[src/rtl/rss_consts.svh]
// Offsets, field positions, reset values and timing counts of the reset source supervisor
`ifndef RSS_CONSTS_SVH
`define RSS_CONSTS_SVH

`define RSS_SUPPLY_MON_ADDR  8'hFF
`define RSS_RESET_SRC_ADDR   8'hEF

`define RSS_MON_EN_BIT       7
`define RSS_MON_STAT_BIT     6
`define RSS_MON_LVL_BIT      5

`define RSS_UNUSED_BIT       7
`define RSS_FERR_BIT         6
`define RSS_CMP_BIT          5
`define RSS_SW_BIT           4
`define RSS_WDT_BIT          3
`define RSS_MCD_BIT          2
`define RSS_POR_BIT          1
`define RSS_PIN_BIT          0

`define RSS_MON_EN_RST       1'b1
`define RSS_MON_LVL_RST      1'b0
`define RSS_START_ADDR       16'h0000

`define RSS_CLK_MHZ          200
`define RSS_MCD_TIMEOUT_US   100
`define RSS_MCD_TIMEOUT_CYC  (`RSS_MCD_TIMEOUT_US * `RSS_CLK_MHZ)
`define RSS_WDT_DIV          12
`define RSS_WDT_LIMIT        255
`define RSS_MIN_HOLD_CYC     4

`endif

[src/rtl/rss_pkg.sv]
// Types shared by the reset source supervisor
package rss_pkg;

   typedef enum logic [2:0] {
      RSS_ST_RUN     = 3'b001,
      RSS_ST_HOLD    = 3'b010,
      RSS_ST_RELEASE = 3'b100
   } rss_state_t;

   typedef struct packed {
      logic flash_error_flag;
      logic cmp;
      logic sw;
      logic wdt;
      logic clock_loss_detector;
      logic por;
      logic pin;
   } rss_cause_t;

   typedef struct packed {
      logic       wr;
      logic       rd;
      logic [7:0] addr;
      logic [7:0] wdata;
   } rss_sfr_req_t;

   typedef struct packed {
      logic        valid;
      logic [15:0] addr;
   } rss_access_t;

endpackage

[src/rtl/rss_clock_loss.sv]
// Missing-clock one-shot: times out when system clock edges stop arriving
`timescale 1ns/1ps
`include "rss_consts.svh"

module rss_clock_loss #(
   parameter int TIMEOUT_CYC = `RSS_MCD_TIMEOUT_CYC
) (
   input  wire logic clk,       // Free-running reference clock
   input  wire logic rst,       // Synchronous reset, active high
   input  wire logic enable,    // Detector armed
   input  wire logic edge_seen, // System clock edge observed this cycle
   output logic      timeout_ff // One-cycle timeout pulse
);
   localparam int CW = $clog2(TIMEOUT_CYC + 1);

   logic [CW-1:0] idle_cnt_ff;

   // Re-armed by every edge so only a real stall reaches the limit
   always_ff @(posedge clk) begin
      if (rst || !enable || edge_seen) begin
         idle_cnt_ff <= '0;
      end else if (idle_cnt_ff != CW'(TIMEOUT_CYC)) begin
         idle_cnt_ff <= idle_cnt_ff + CW'(1);
      end
   end

   always_ff @(posedge clk) begin
      if (rst) begin
         timeout_ff <= 1'b0;
      end else begin
         timeout_ff <= enable && !edge_seen && (idle_cnt_ff == CW'(TIMEOUT_CYC - 1));
      end
   end

endmodule // rss_clock_loss

[src/rtl/rss_top.sv]
// Reset source supervisor: collects reset requests and records the last cause
`timescale 1ns/1ps
`include "rss_consts.svh"

module rss_top #(
   parameter int          MCD_TIMEOUT_CYC = `RSS_MCD_TIMEOUT_CYC,
   parameter int          WDT_LIMIT       = `RSS_WDT_LIMIT,
   parameter logic [15:0] LOCK_ADDR       = 16'h1DFF
) (
   input  wire logic                 CLK,          // 200 MHz clock
   input  wire logic                 SYS_RST,      // Power-on reset, sync, active high
   input  wire rss_pkg::rss_sfr_req_t SFR_REQ,     // Register bus request
   output logic [7:0]                SFR_RDATA,    // Read data, one cycle after rd
   input  wire logic                 SUPPLY_OK,    // Supply monitor output, 1 above threshold
   input  wire logic                 CMP_OUT,      // Comparator, 1 when plus above minus
   input  wire logic                 RST_PIN_N,    // Reset pin level, low requests reset
   output logic                      RST_PIN_DRV,  // Reset pin drive value
   output logic                      RST_PIN_OE,   // Reset pin drive enable
   input  wire logic                 SYSCLK_EDGE,  // System clock edge seen
   input  wire logic                 WDT_SERVICE,  // Watchdog service pulse
   input  wire logic                 WDT_DISABLE,  // Watchdog disable pulse
   input  wire logic                 FLASH_WR_EN,  // Flash write enable
   input  wire rss_pkg::rss_access_t DATA_WR,      // Data-space write
   input  wire rss_pkg::rss_access_t CODE_RD,      // Code-space data read
   input  wire rss_pkg::rss_access_t FETCH,        // Instruction fetch or branch
   input  wire logic                 SEC_BLOCK,    // Access blocked by security
   input  wire logic                 FLASH_ERASE,  // Flash erase attempt
   output logic                      SYS_RESET,    // Merged system reset
   output logic                      CORE_START,   // Execution start pulse
   output logic [15:0]               START_ADDR,   // Execution start address
   output logic                      MON_ENABLE,   // Supply monitor power
   output logic                      MON_LVL_HIGH, // Supply threshold select
   output logic                      WDT_TICK      // Watchdog clock enable
);

   function automatic logic above_lock(input rss_pkg::rss_access_t acc);
      above_lock = acc.valid && (acc.addr > LOCK_ADDR);
   endfunction

   rss_pkg::rss_state_t state_ff;
   rss_pkg::rss_state_t nxt_state;
   rss_pkg::rss_cause_t cause_ff;
   rss_pkg::rss_cause_t nxt_cause;
   logic        mon_en_ff;
   logic        mon_lvl_ff;
   logic        mon_sel_ff;
   logic        cmp_sel_ff;
   logic        mcd_en_ff;
   logic        sw_req_ff;
   logic        pin_drive_ff;
   logic [2:0]  hold_cnt_ff;
   logic [3:0]  div_cnt_ff;
   logic        wdt_tick_ff;
   logic        wdt_en_ff;
   logic [7:0]  wdt_cnt_ff;
   logic        wdt_req_ff;
   logic        mcd_req;
   logic        run;
   logic        wr_mon;
   logic        wr_src;
   logic        req_pin;
   logic        req_sup;
   logic        req_cmp;
   logic        req_ferr;
   logic        level_req;
   logic        any_req;

   assign run    = (state_ff == rss_pkg::RSS_ST_RUN);
   assign wr_mon = run && SFR_REQ.wr && (SFR_REQ.addr == `RSS_SUPPLY_MON_ADDR);
   assign wr_src = run && SFR_REQ.wr && (SFR_REQ.addr == `RSS_RESET_SRC_ADDR);

   assign req_pin  = !RST_PIN_N && !pin_drive_ff;
   assign req_sup  = mon_en_ff && mon_sel_ff && !SUPPLY_OK;
   assign req_cmp  = cmp_sel_ff && !CMP_OUT;
   assign req_ferr = (FLASH_WR_EN && above_lock(DATA_WR))
                   || above_lock(CODE_RD) || above_lock(FETCH)
                   || SEC_BLOCK
                   || (!mon_en_ff && (FLASH_ERASE || (FLASH_WR_EN && DATA_WR.valid)));
   assign level_req = req_pin || req_sup || req_cmp;
   assign any_req   = level_req || req_ferr || mcd_req || wdt_req_ff || sw_req_ff;

   rss_clock_loss #(
      .TIMEOUT_CYC (MCD_TIMEOUT_CYC)
   ) u_clock_loss (
      .clk        (CLK),
      .rst        (SYS_RST),
      .enable     (mcd_en_ff && run),
      .edge_seen  (SYSCLK_EDGE),
      .timeout_ff (mcd_req)
   );

   // Priority picks a single cause when sources coincide
   always_comb begin
      nxt_cause = '0;
      if (req_sup) begin
         nxt_cause.por = 1'b1;
      end else if (req_pin) begin
         nxt_cause.pin = 1'b1;
      end else if (mcd_req) begin
         nxt_cause.clock_loss_detector = 1'b1;
      end else if (req_cmp) begin
         nxt_cause.cmp = 1'b1;
      end else if (wdt_req_ff) begin
         nxt_cause.wdt = 1'b1;
      end else if (req_ferr) begin
         nxt_cause.flash_error_flag = 1'b1;
      end else begin
         nxt_cause.sw = 1'b1;
      end
   end

   always_comb begin
      nxt_state = state_ff;
      case (state_ff)
         rss_pkg::RSS_ST_RUN: begin
            if (any_req) begin
               nxt_state = rss_pkg::RSS_ST_HOLD;
            end
         end
         rss_pkg::RSS_ST_HOLD: begin
            if (!level_req && hold_cnt_ff == 3'(`RSS_MIN_HOLD_CYC - 1)) begin
               nxt_state = rss_pkg::RSS_ST_RELEASE;
            end
         end
         rss_pkg::RSS_ST_RELEASE: begin
            nxt_state = rss_pkg::RSS_ST_RUN;
         end
         default: begin
            nxt_state = rss_pkg::RSS_ST_HOLD;
         end
      endcase
   end

   always_ff @(posedge CLK) begin
      if (SYS_RST) begin
         state_ff <= rss_pkg::RSS_ST_HOLD;
      end else begin
         state_ff <= nxt_state;
      end
   end

   // Pulse sources are short, so the hold counter stretches every reset
   always_ff @(posedge CLK) begin
      if (SYS_RST || state_ff != rss_pkg::RSS_ST_HOLD) begin
         hold_cnt_ff <= '0;
      end else if (hold_cnt_ff != 3'(`RSS_MIN_HOLD_CYC - 1)) begin
         hold_cnt_ff <= hold_cnt_ff + 3'h1;
      end
   end

   // Captured only on entry so software always sees the latest cause
   always_ff @(posedge CLK) begin
      if (SYS_RST) begin
         cause_ff <= '{por: 1'b1, default: 1'b0};
      end else if (run && any_req) begin
         cause_ff <= nxt_cause;
      end
   end

   // Monitor enable and threshold survive every reset but power-on
   always_ff @(posedge CLK) begin
      if (SYS_RST) begin
         mon_en_ff  <= `RSS_MON_EN_RST;
         mon_lvl_ff <= `RSS_MON_LVL_RST;
      end else if (wr_mon) begin
         mon_en_ff  <= SFR_REQ.wdata[`RSS_MON_EN_BIT];
         mon_lvl_ff <= SFR_REQ.wdata[`RSS_MON_LVL_BIT];
      end
   end

   always_ff @(posedge CLK) begin
      if (SYS_RST) begin
         mon_sel_ff <= 1'b0;
      end else if (wr_src) begin
         mon_sel_ff <= SFR_REQ.wdata[`RSS_POR_BIT];
      end
   end

   // Comparator and clock-loss selects fall back to off on every reset
   always_ff @(posedge CLK) begin
      if (SYS_RST || (run && any_req)) begin
         cmp_sel_ff <= 1'b0;
         mcd_en_ff  <= 1'b0;
      end else if (wr_src) begin
         cmp_sel_ff <= SFR_REQ.wdata[`RSS_CMP_BIT];
         mcd_en_ff  <= SFR_REQ.wdata[`RSS_MCD_BIT];
      end
   end

   always_ff @(posedge CLK) begin
      if (SYS_RST || !run) begin
         sw_req_ff <= 1'b0;
      end else begin
         sw_req_ff <= wr_src && SFR_REQ.wdata[`RSS_SW_BIT];
      end
   end

   // Divider for the watchdog tick runs through every reset but power-on
   always_ff @(posedge CLK) begin
      if (SYS_RST || div_cnt_ff == 4'(`RSS_WDT_DIV - 1)) begin
         div_cnt_ff <= '0;
      end else begin
         div_cnt_ff <= div_cnt_ff + 4'h1;
      end
   end

   always_ff @(posedge CLK) begin
      if (SYS_RST) begin
         wdt_tick_ff <= 1'b0;
      end else begin
         wdt_tick_ff <= (div_cnt_ff == 4'(`RSS_WDT_DIV - 1));
      end
   end

   always_ff @(posedge CLK) begin
      if (SYS_RST || !run) begin
         wdt_en_ff <= 1'b1;
      end else if (WDT_DISABLE) begin
         wdt_en_ff <= 1'b0;
      end
   end

   always_ff @(posedge CLK) begin
      if (SYS_RST || !run || WDT_SERVICE || !wdt_en_ff) begin
         wdt_cnt_ff <= '0;
      end else if (wdt_tick_ff) begin
         wdt_cnt_ff <= wdt_cnt_ff + 8'h01;
      end
   end

   always_ff @(posedge CLK) begin
      if (SYS_RST || !run) begin
         wdt_req_ff <= 1'b0;
      end else begin
         wdt_req_ff <= wdt_en_ff && !WDT_SERVICE && wdt_tick_ff
                       && (wdt_cnt_ff == 8'(WDT_LIMIT));
      end
   end

   // Pin is pulled low only for power-on and supply resets
   always_ff @(posedge CLK) begin
      if (SYS_RST) begin
         pin_drive_ff <= 1'b1;
      end else if (run && any_req) begin
         pin_drive_ff <= req_sup;
      end else if (nxt_state == rss_pkg::RSS_ST_RELEASE || run) begin
         pin_drive_ff <= 1'b0;
      end
   end

   assign RST_PIN_OE = pin_drive_ff;

   always_ff @(posedge CLK) begin
      RST_PIN_DRV <= 1'b0;
   end

   always_ff @(posedge CLK) begin
      if (SYS_RST) begin
         SYS_RESET  <= 1'b1;
         CORE_START <= 1'b0;
      end else begin
         SYS_RESET  <= (nxt_state != rss_pkg::RSS_ST_RUN);
         CORE_START <= (state_ff == rss_pkg::RSS_ST_RELEASE);
      end
   end

   always_ff @(posedge CLK) begin
      START_ADDR <= `RSS_START_ADDR;
   end

   assign MON_ENABLE   = mon_en_ff;
   assign MON_LVL_HIGH = mon_lvl_ff;
   assign WDT_TICK     = wdt_tick_ff;

   // Reserved monitor bits read as zero
   always_ff @(posedge CLK) begin
      if (SYS_RST) begin
         SFR_RDATA <= '0;
      end else if (SFR_REQ.rd && SFR_REQ.addr == `RSS_SUPPLY_MON_ADDR) begin
         SFR_RDATA <= {mon_en_ff, SUPPLY_OK, mon_lvl_ff, 5'h00};
      end else if (SFR_REQ.rd && SFR_REQ.addr == `RSS_RESET_SRC_ADDR) begin
         SFR_RDATA <= {1'b1, cause_ff};
      end else if (SFR_REQ.rd) begin
         SFR_RDATA <= '0;
      end
   end
endmodule // rss_top

[config.mk]
export PLATFORM = sky130hd
export DESIGN_NAME = rss_top
export DESIGN_NICKNAME = d
export VERILOG_FILES = /design/src/rtl/rss_pkg.sv /design/src/rtl/rss_clock_loss.sv /design/src/rtl/rss_top.sv
export VERILOG_INCLUDE_DIRS = /design/src /design/src/rtl
export SDC_FILE = /design/constraint.sdc
export NUM_CORES = 1
export LEC_CHECK = 0
export BUFFER_PORTS_ARGS = -buffer_cell sky130_fd_sc_hd__buf_2
export CAP_MARGIN = 10
export CORE_ASPECT_RATIO = 2
export CORE_MARGIN = 3
export CORE_UTILIZATION = 44
export DETAILED_ROUTE_END_ITERATION = 6
export PLACE_DENSITY = 0.76
export RECOVER_POWER = 25
export SLEW_MARGIN = 20
export SYNTH_ARGS = -nofsm -noshare
export SYNTH_HDL_FRONTEND = slang
export SYNTH_SLANG_ARGS = --single-unit
[constraint.sdc]
create_clock -name CLK -period 1.8 [get_ports CLK]
set_clock_uncertainty 0.2 [all_clocks]
set_input_delay 0.18 -clock CLK [delete_from_list [all_inputs] [get_ports CLK]]
set_output_delay 0.18 -clock CLK [all_outputs]
set_load 0.01 [all_outputs]
Yosys cells after proc, flatten, opt, wreduce, memory -nomap -nowiden --
Cells that the tools add are included.
Word-level totals: input bits 80, logic and storage cells 130, register bits 61, output and inout port bits 31
Cells by class: add/subtract/negate cells 4, reduce and logical (&&, ||, !) cells 59, muxes and demuxes 23, equality and inequality tests 14, magnitude comparators 3
Operators by type and width (count):
- $gt 16x13->1 const B | 3
- $eq 8x8->1 const B | 3
- $logic_and 1x1->1 | 24
- $mux 8 | 3
- $logic_or 1x1->1 | 20
- $add 15x1->15 const B | 1
- $eq 15x15->1 const B | 1
- $ne 15x15->1 const B | 1
- $mux 1 | 13
- $logic_not 1->1 | 11
- $mux 5 | 2
- $pmux 3 s3 | 1
- $add 8x1->8 const B | 1
- $eq 3x2->1 const B | 2
- $eq 3x3->1 const B | 2
- $mux 3 | 2
- $ne 3x2->1 const B | 2
- $add 4x1->4 const B | 1
- $eq 4x4->1 const B | 1
- $mux 4 | 1
- $reduce_bool 2->1 | 2
- $add 3x1->3 const B | 1
- $eq 3x1->1 const B | 1
- $ne 3x1->1 const B | 1
- 3 further kinds | 3

Longest topological paths before layout --
word-level depth 17, mapped depth 7, depth with buffers taken out 6

Hierarchy --
From an unflattened synthesis, not the netlist that was laid out.
Unflattened totals: cell total of the unflattened synthesis 338, area, all modules 2949.1 µm²
Modules (own cells, without submodules):
- rss_top | area each 2124.5 µm², cells each 246, times used 1, sequential area each 900.9 µm²
- rss_clock_loss | area each 824.5 µm², cells each 92, times used 1, sequential area each 320.3 µm²

Least setup slack after synthesis --
OpenSTA, ideal clock, no wires.
path type reg2reg, from register mon_en_ff, in the netlist MON_ENABLE, to register state_ff[1], period minus slack after synthesis 1.755 ns, buffers on the path 0, data required time 1.473 ns, arrival time 1.428 ns, stages on the path, launching flop included 6, setup time 0.127 ns, slack 0.045 ns, cells stage by stage dfxtp_1 > and3b_4 > nor3_4 > nor4b_4 > a21oi_2 > or3b_1
Between the ends: word-level cells in the longest chain between the ends 10, elaborated cells between the ends (all ways) 16, classes of those cells mux (3); reduce/logical (13)
RTL lines:
- start: declaration | line rss_top.sv:44 | logic mon_en_ff;
- start signal: assignment | line rss_top.sv:163 | mon_en_ff <= `RSS_MON_EN_RST;
- start signal: assignment | line rss_top.sv:166 | mon_en_ff <= SFR_REQ.wdata[`RSS_MON_EN_BIT];
- $logic_and 1x1->1 (2 in a row) | line rss_top.sv:73 | assign req_sup = mon_en_ff && mon_sel_ff && !SUPPLY_OK;
- $logic_or 1x1->1 (2 in a row) | line rss_top.sv:79 | assign level_req = req_pin || req_sup || req_cmp;
- $logic_or 1x1->1 (4 in a row) | line rss_top.sv:80 | assign any_req = level_req || req_ferr || mcd_req || wdt_req_ff || sw_req_ff;
- $mux 3 | line rss_top.sv:116 | if (any_req) begin
- $pmux 3 s3 * | line rss_top.sv:114 | case (state_ff)
- end signal: assignment | line rss_top.sv:136 | state_ff <= rss_pkg::RSS_ST_HOLD;
- end signal: assignment | line rss_top.sv:138 | state_ff <= nxt_state;
- end: declaration | line rss_top.sv:40 | rss_pkg::rss_state_t state_ff;
Mark *: on every way between the ends. The rest lies on a longest branch, timed or not. A chain may end at the register's enable or synchronous reset.

Worst setup path after layout --
from register u_clock_loss.idle_cnt_ff[10], to register u_clock_loss.idle_cnt_ff[2]
Between the ends: word-level cells in the longest chain between the ends 1
RTL lines:
- start: declaration | line rss_clock_loss.sv:16 | logic [CW-1:0] idle_cnt_ff;
- start signal: assignment | line rss_clock_loss.sv:23 | idle_cnt_ff <= idle_cnt_ff + CW'(1);
- $ne 15x15->1 | line rss_clock_loss.sv:22 | end else if (idle_cnt_ff != CW'(TIMEOUT_CYC)) begin
Every way passes these cells.

==> flow_summary.json <==
{
  "postLayoutSetupSlackWorst_ns": 0.0526,
  "crit_chain": "and3_4 > and4b_1 > and3_2 > or3b_4 > a21oi_1",
  "wl_per_cell_um": 13.8,
  "clock_path_buffers": 2,
  "grt_use_total_pct": 18.1,
  "synth_edf_count": 0,
  "portBuffers": 63,
  "stdcell_area_sq_um": 3640,
  "numCtsBuffers": 9,
  "finalSetupViolations": 0,
  "core_area_sq_um": 6060,
  "cp_max_fo": 4,
  "synth_area_sq_um": 2790,
  "p_leak_nw": 1.47,
  "postRouteAntennaNets": 0,
  "rsz0062_at_grt": "yes",
  "crit_required_ns": 1.85,
  "ys_ff_latch": 61,
  "rrSetupSlack_ns": 0.05,
  "slowest_stage": "or3b_4",
  "initial_core_util_pct": 46.1,
  "die-area_sq_um": 7400,
  "powerDensity_nw_per_um2": 934,
  "dpl_cell_area_sq_um": 3220,
  "synthArstFlopShare_pct": 0,
  "place_hpwl_um": 4900,
  "grt_pass1_vias": 2437,
  "post-route-min-period_ns": 1.75,
  "final_nets": 482,
  "hold_slack_ns": 0.0109,
  "synth.distinct_cells": 47,
  "clock-root-buffer": "clkbuf_16",
  "synthFlopType": "dfxtp_1",
  "antenna_found_initial": 0,
  "status": "finished, final reports clean",
  "synth.most_common_cell": "dfxtp_1",
  "drive_above_1_share_pct": 25.5,
  "synth.area.top_cells": "dfxtp_1 44%, nor2_1 5.4%, xor2_1 4.7%",
  "min_path_type": "input pin to flip-flop",
  "synthTopCellsByCount": "61 x dfxtp_1, 40 x nor2_1, 18 x a21oi_1",
  "io_pins": 111,
  "cp.arrival_ns": 1.79,
  "drc": 0,
  "cap_violations": 0,
  "grt_max_degree": 27,
  "clk_pin_slew_worst_paths_ns": 0.05,
  "cts_tree": "built",
  "yosys_warnings": 0,
  "routed_via_density": 5.08,
  "first_pass_iters": 4,
  "drv_slew": 0,
  "die_w_um": 62.3,
  "vdd_ir_drop_max_uv": 813,
  "synth_largest_area_cell": "dfxtp_1",
  "gp_congestion": 0.884,
  "h-tree-depth": 3,
  "die_y_um": 119,
  "period_share_pct": 97.1,
  "vias": 2459,
  "drtIter0Drc": 85,
  "yosys.area.top_type_share_pct": 43.7,
  "place_ws_ns": 0.0324,
  "synth_seq_area_share_pct": 43.7,
  "cts.sinks": 61,
  "grt_pass1_wl_um": 10600,
  "finalHoldViolCount": 0,
  "routed_wl_um": 6660,
  "clk_latency_ns": 0.32,
  "diodes": 0,
  "max_stage_delay_ns": 0.39,
  "avgSynthCellArea_sq_um": 9.13,
  "grt_overflow": 0,
  "rows": 40,
  "fmax_ghz": 0.572,
  "crit_type": "flip-flop to flip-flop",
  "netlist_instances": 306,
  "startpoint_type": "flip-flop",
  "cp-end-kind": "flip-flop",
  "syn_to_final_growth_pct": 30.2
}
## final cells by class
cell class | instances | area (sq um)
Fill cell | 528 | 2420
Tap cell | 84 | 105
Timing Repair Buffer | 88 | 509
Multi-Input combinational cell | 229 | 1470
Clock inverter | 4 | 47.5
Clock buffer | 11 | 253
Sequential cell | 61 | 1220
Inverter | 7 | 26.3
## stage by stage
step | std cells | power [mW] | utilization [%] | setup TNS (ns)
after floorplan | 322 | 1.63 | - | 0
after global placement | 458 | 1.70 | 53.2 | 0
after detailed placement | 458 | 1.72 | 53.2 | 0
after CTS | 482 | 3.42 | 59.6 | 0
after global routing | 484 | 3.52 | 60.0 | -0.0112
final | 484 | 3.40 | 60.0 | 0
## report_power, final
part	total [mW]	switching, mW	internal [mW]
combinational	0.287	0.143	0.144
clock	1.69	0.561	1.13
sequential	1.42	0.0264	1.39
total	3.40	0.730	2.67
## state kept, by name, indices dropped and copies added (netlist names), 3 cells and up
| register | flops |
|---|---|
| SFR_RDATA | 8 |
| cause_ff | 7 |
| div_cnt_ff | 4 |
| hold_cnt_ff | 3 |
| state_ff | 3 |
| u_clock_loss.idle_cnt_ff | 15 |
| wdt_cnt_ff | 8 |
## worst max-delay path, delay by kind of cell (launching register included)
kind	cells	cell delay, ns
AO/OA/AOI/OAI	1	0.13
flip-flops	1	0.33
AND/OR/NAND/NOR	4	1.03
## worst paths after layout
check                                     from                           to  cells after the start
setup / recovery  u_clock_loss.idle_cnt_ff[10]  u_clock_loss.idle_cnt_ff[2]                      5
hold / removal                      SFR_REQ[2]                    mcd_en_ff                      3
setup reg to reg  u_clock_loss.idle_cnt_ff[10]  u_clock_loss.idle_cnt_ff[2]                      5
hold reg to reg                  wdt_cnt_ff[7]                   wdt_req_ff                      2
## placed cells by master (no fill, tap or decap), types with 13 or more instances in the layout
master / netlist / final
buf_2: 1 / 50
buf_4: 17 / 16
nor2_1: 40 / 39
nand2_1: 14 / 13
conb_1: 1 / 17
dfxtp_1: 61 / 59
xor2_1: 15 / 15
clkbuf_1: 7 / 13
nand2b_1: 13 / 13
a21oi_1: 18 / 18
nand3_1: 16 / 16
## per-layer routing
metal | vias up | share of wire [%] | global-route usage, %
met1 | 1134 | 35 | 16.0
met4 | 0 | 3.0 | 9.27
met2 | 93 | 55 | 34.9
met5 | - | 0 | 0
met3 | 19 | 7.4 | 6.08
li1 | 1213 | - | -
## cell families after synthesis
logic type	Yosys count	synth area share, %
buffers and inverters	32	6.63
AO/OA/AOI/OAI	35	8.02
other	1	0.134
multiplexers	10	3.67
flip-flops	61	43.7
adder cells (fa/ha/maj)	6	2.69
XOR/XNOR	22	6.90
AND/OR/NAND/NOR	139	28.2
## repair_timing
item | CTS | global route
hold buffers | 9 | 0
resized for setup | 0 | 10
setup buffers | 0 | 2
setup endpoints to repair | 0 | 18
endpoints found under the hold margin | 8 | 0
Power figures use the tool's default switching activity.
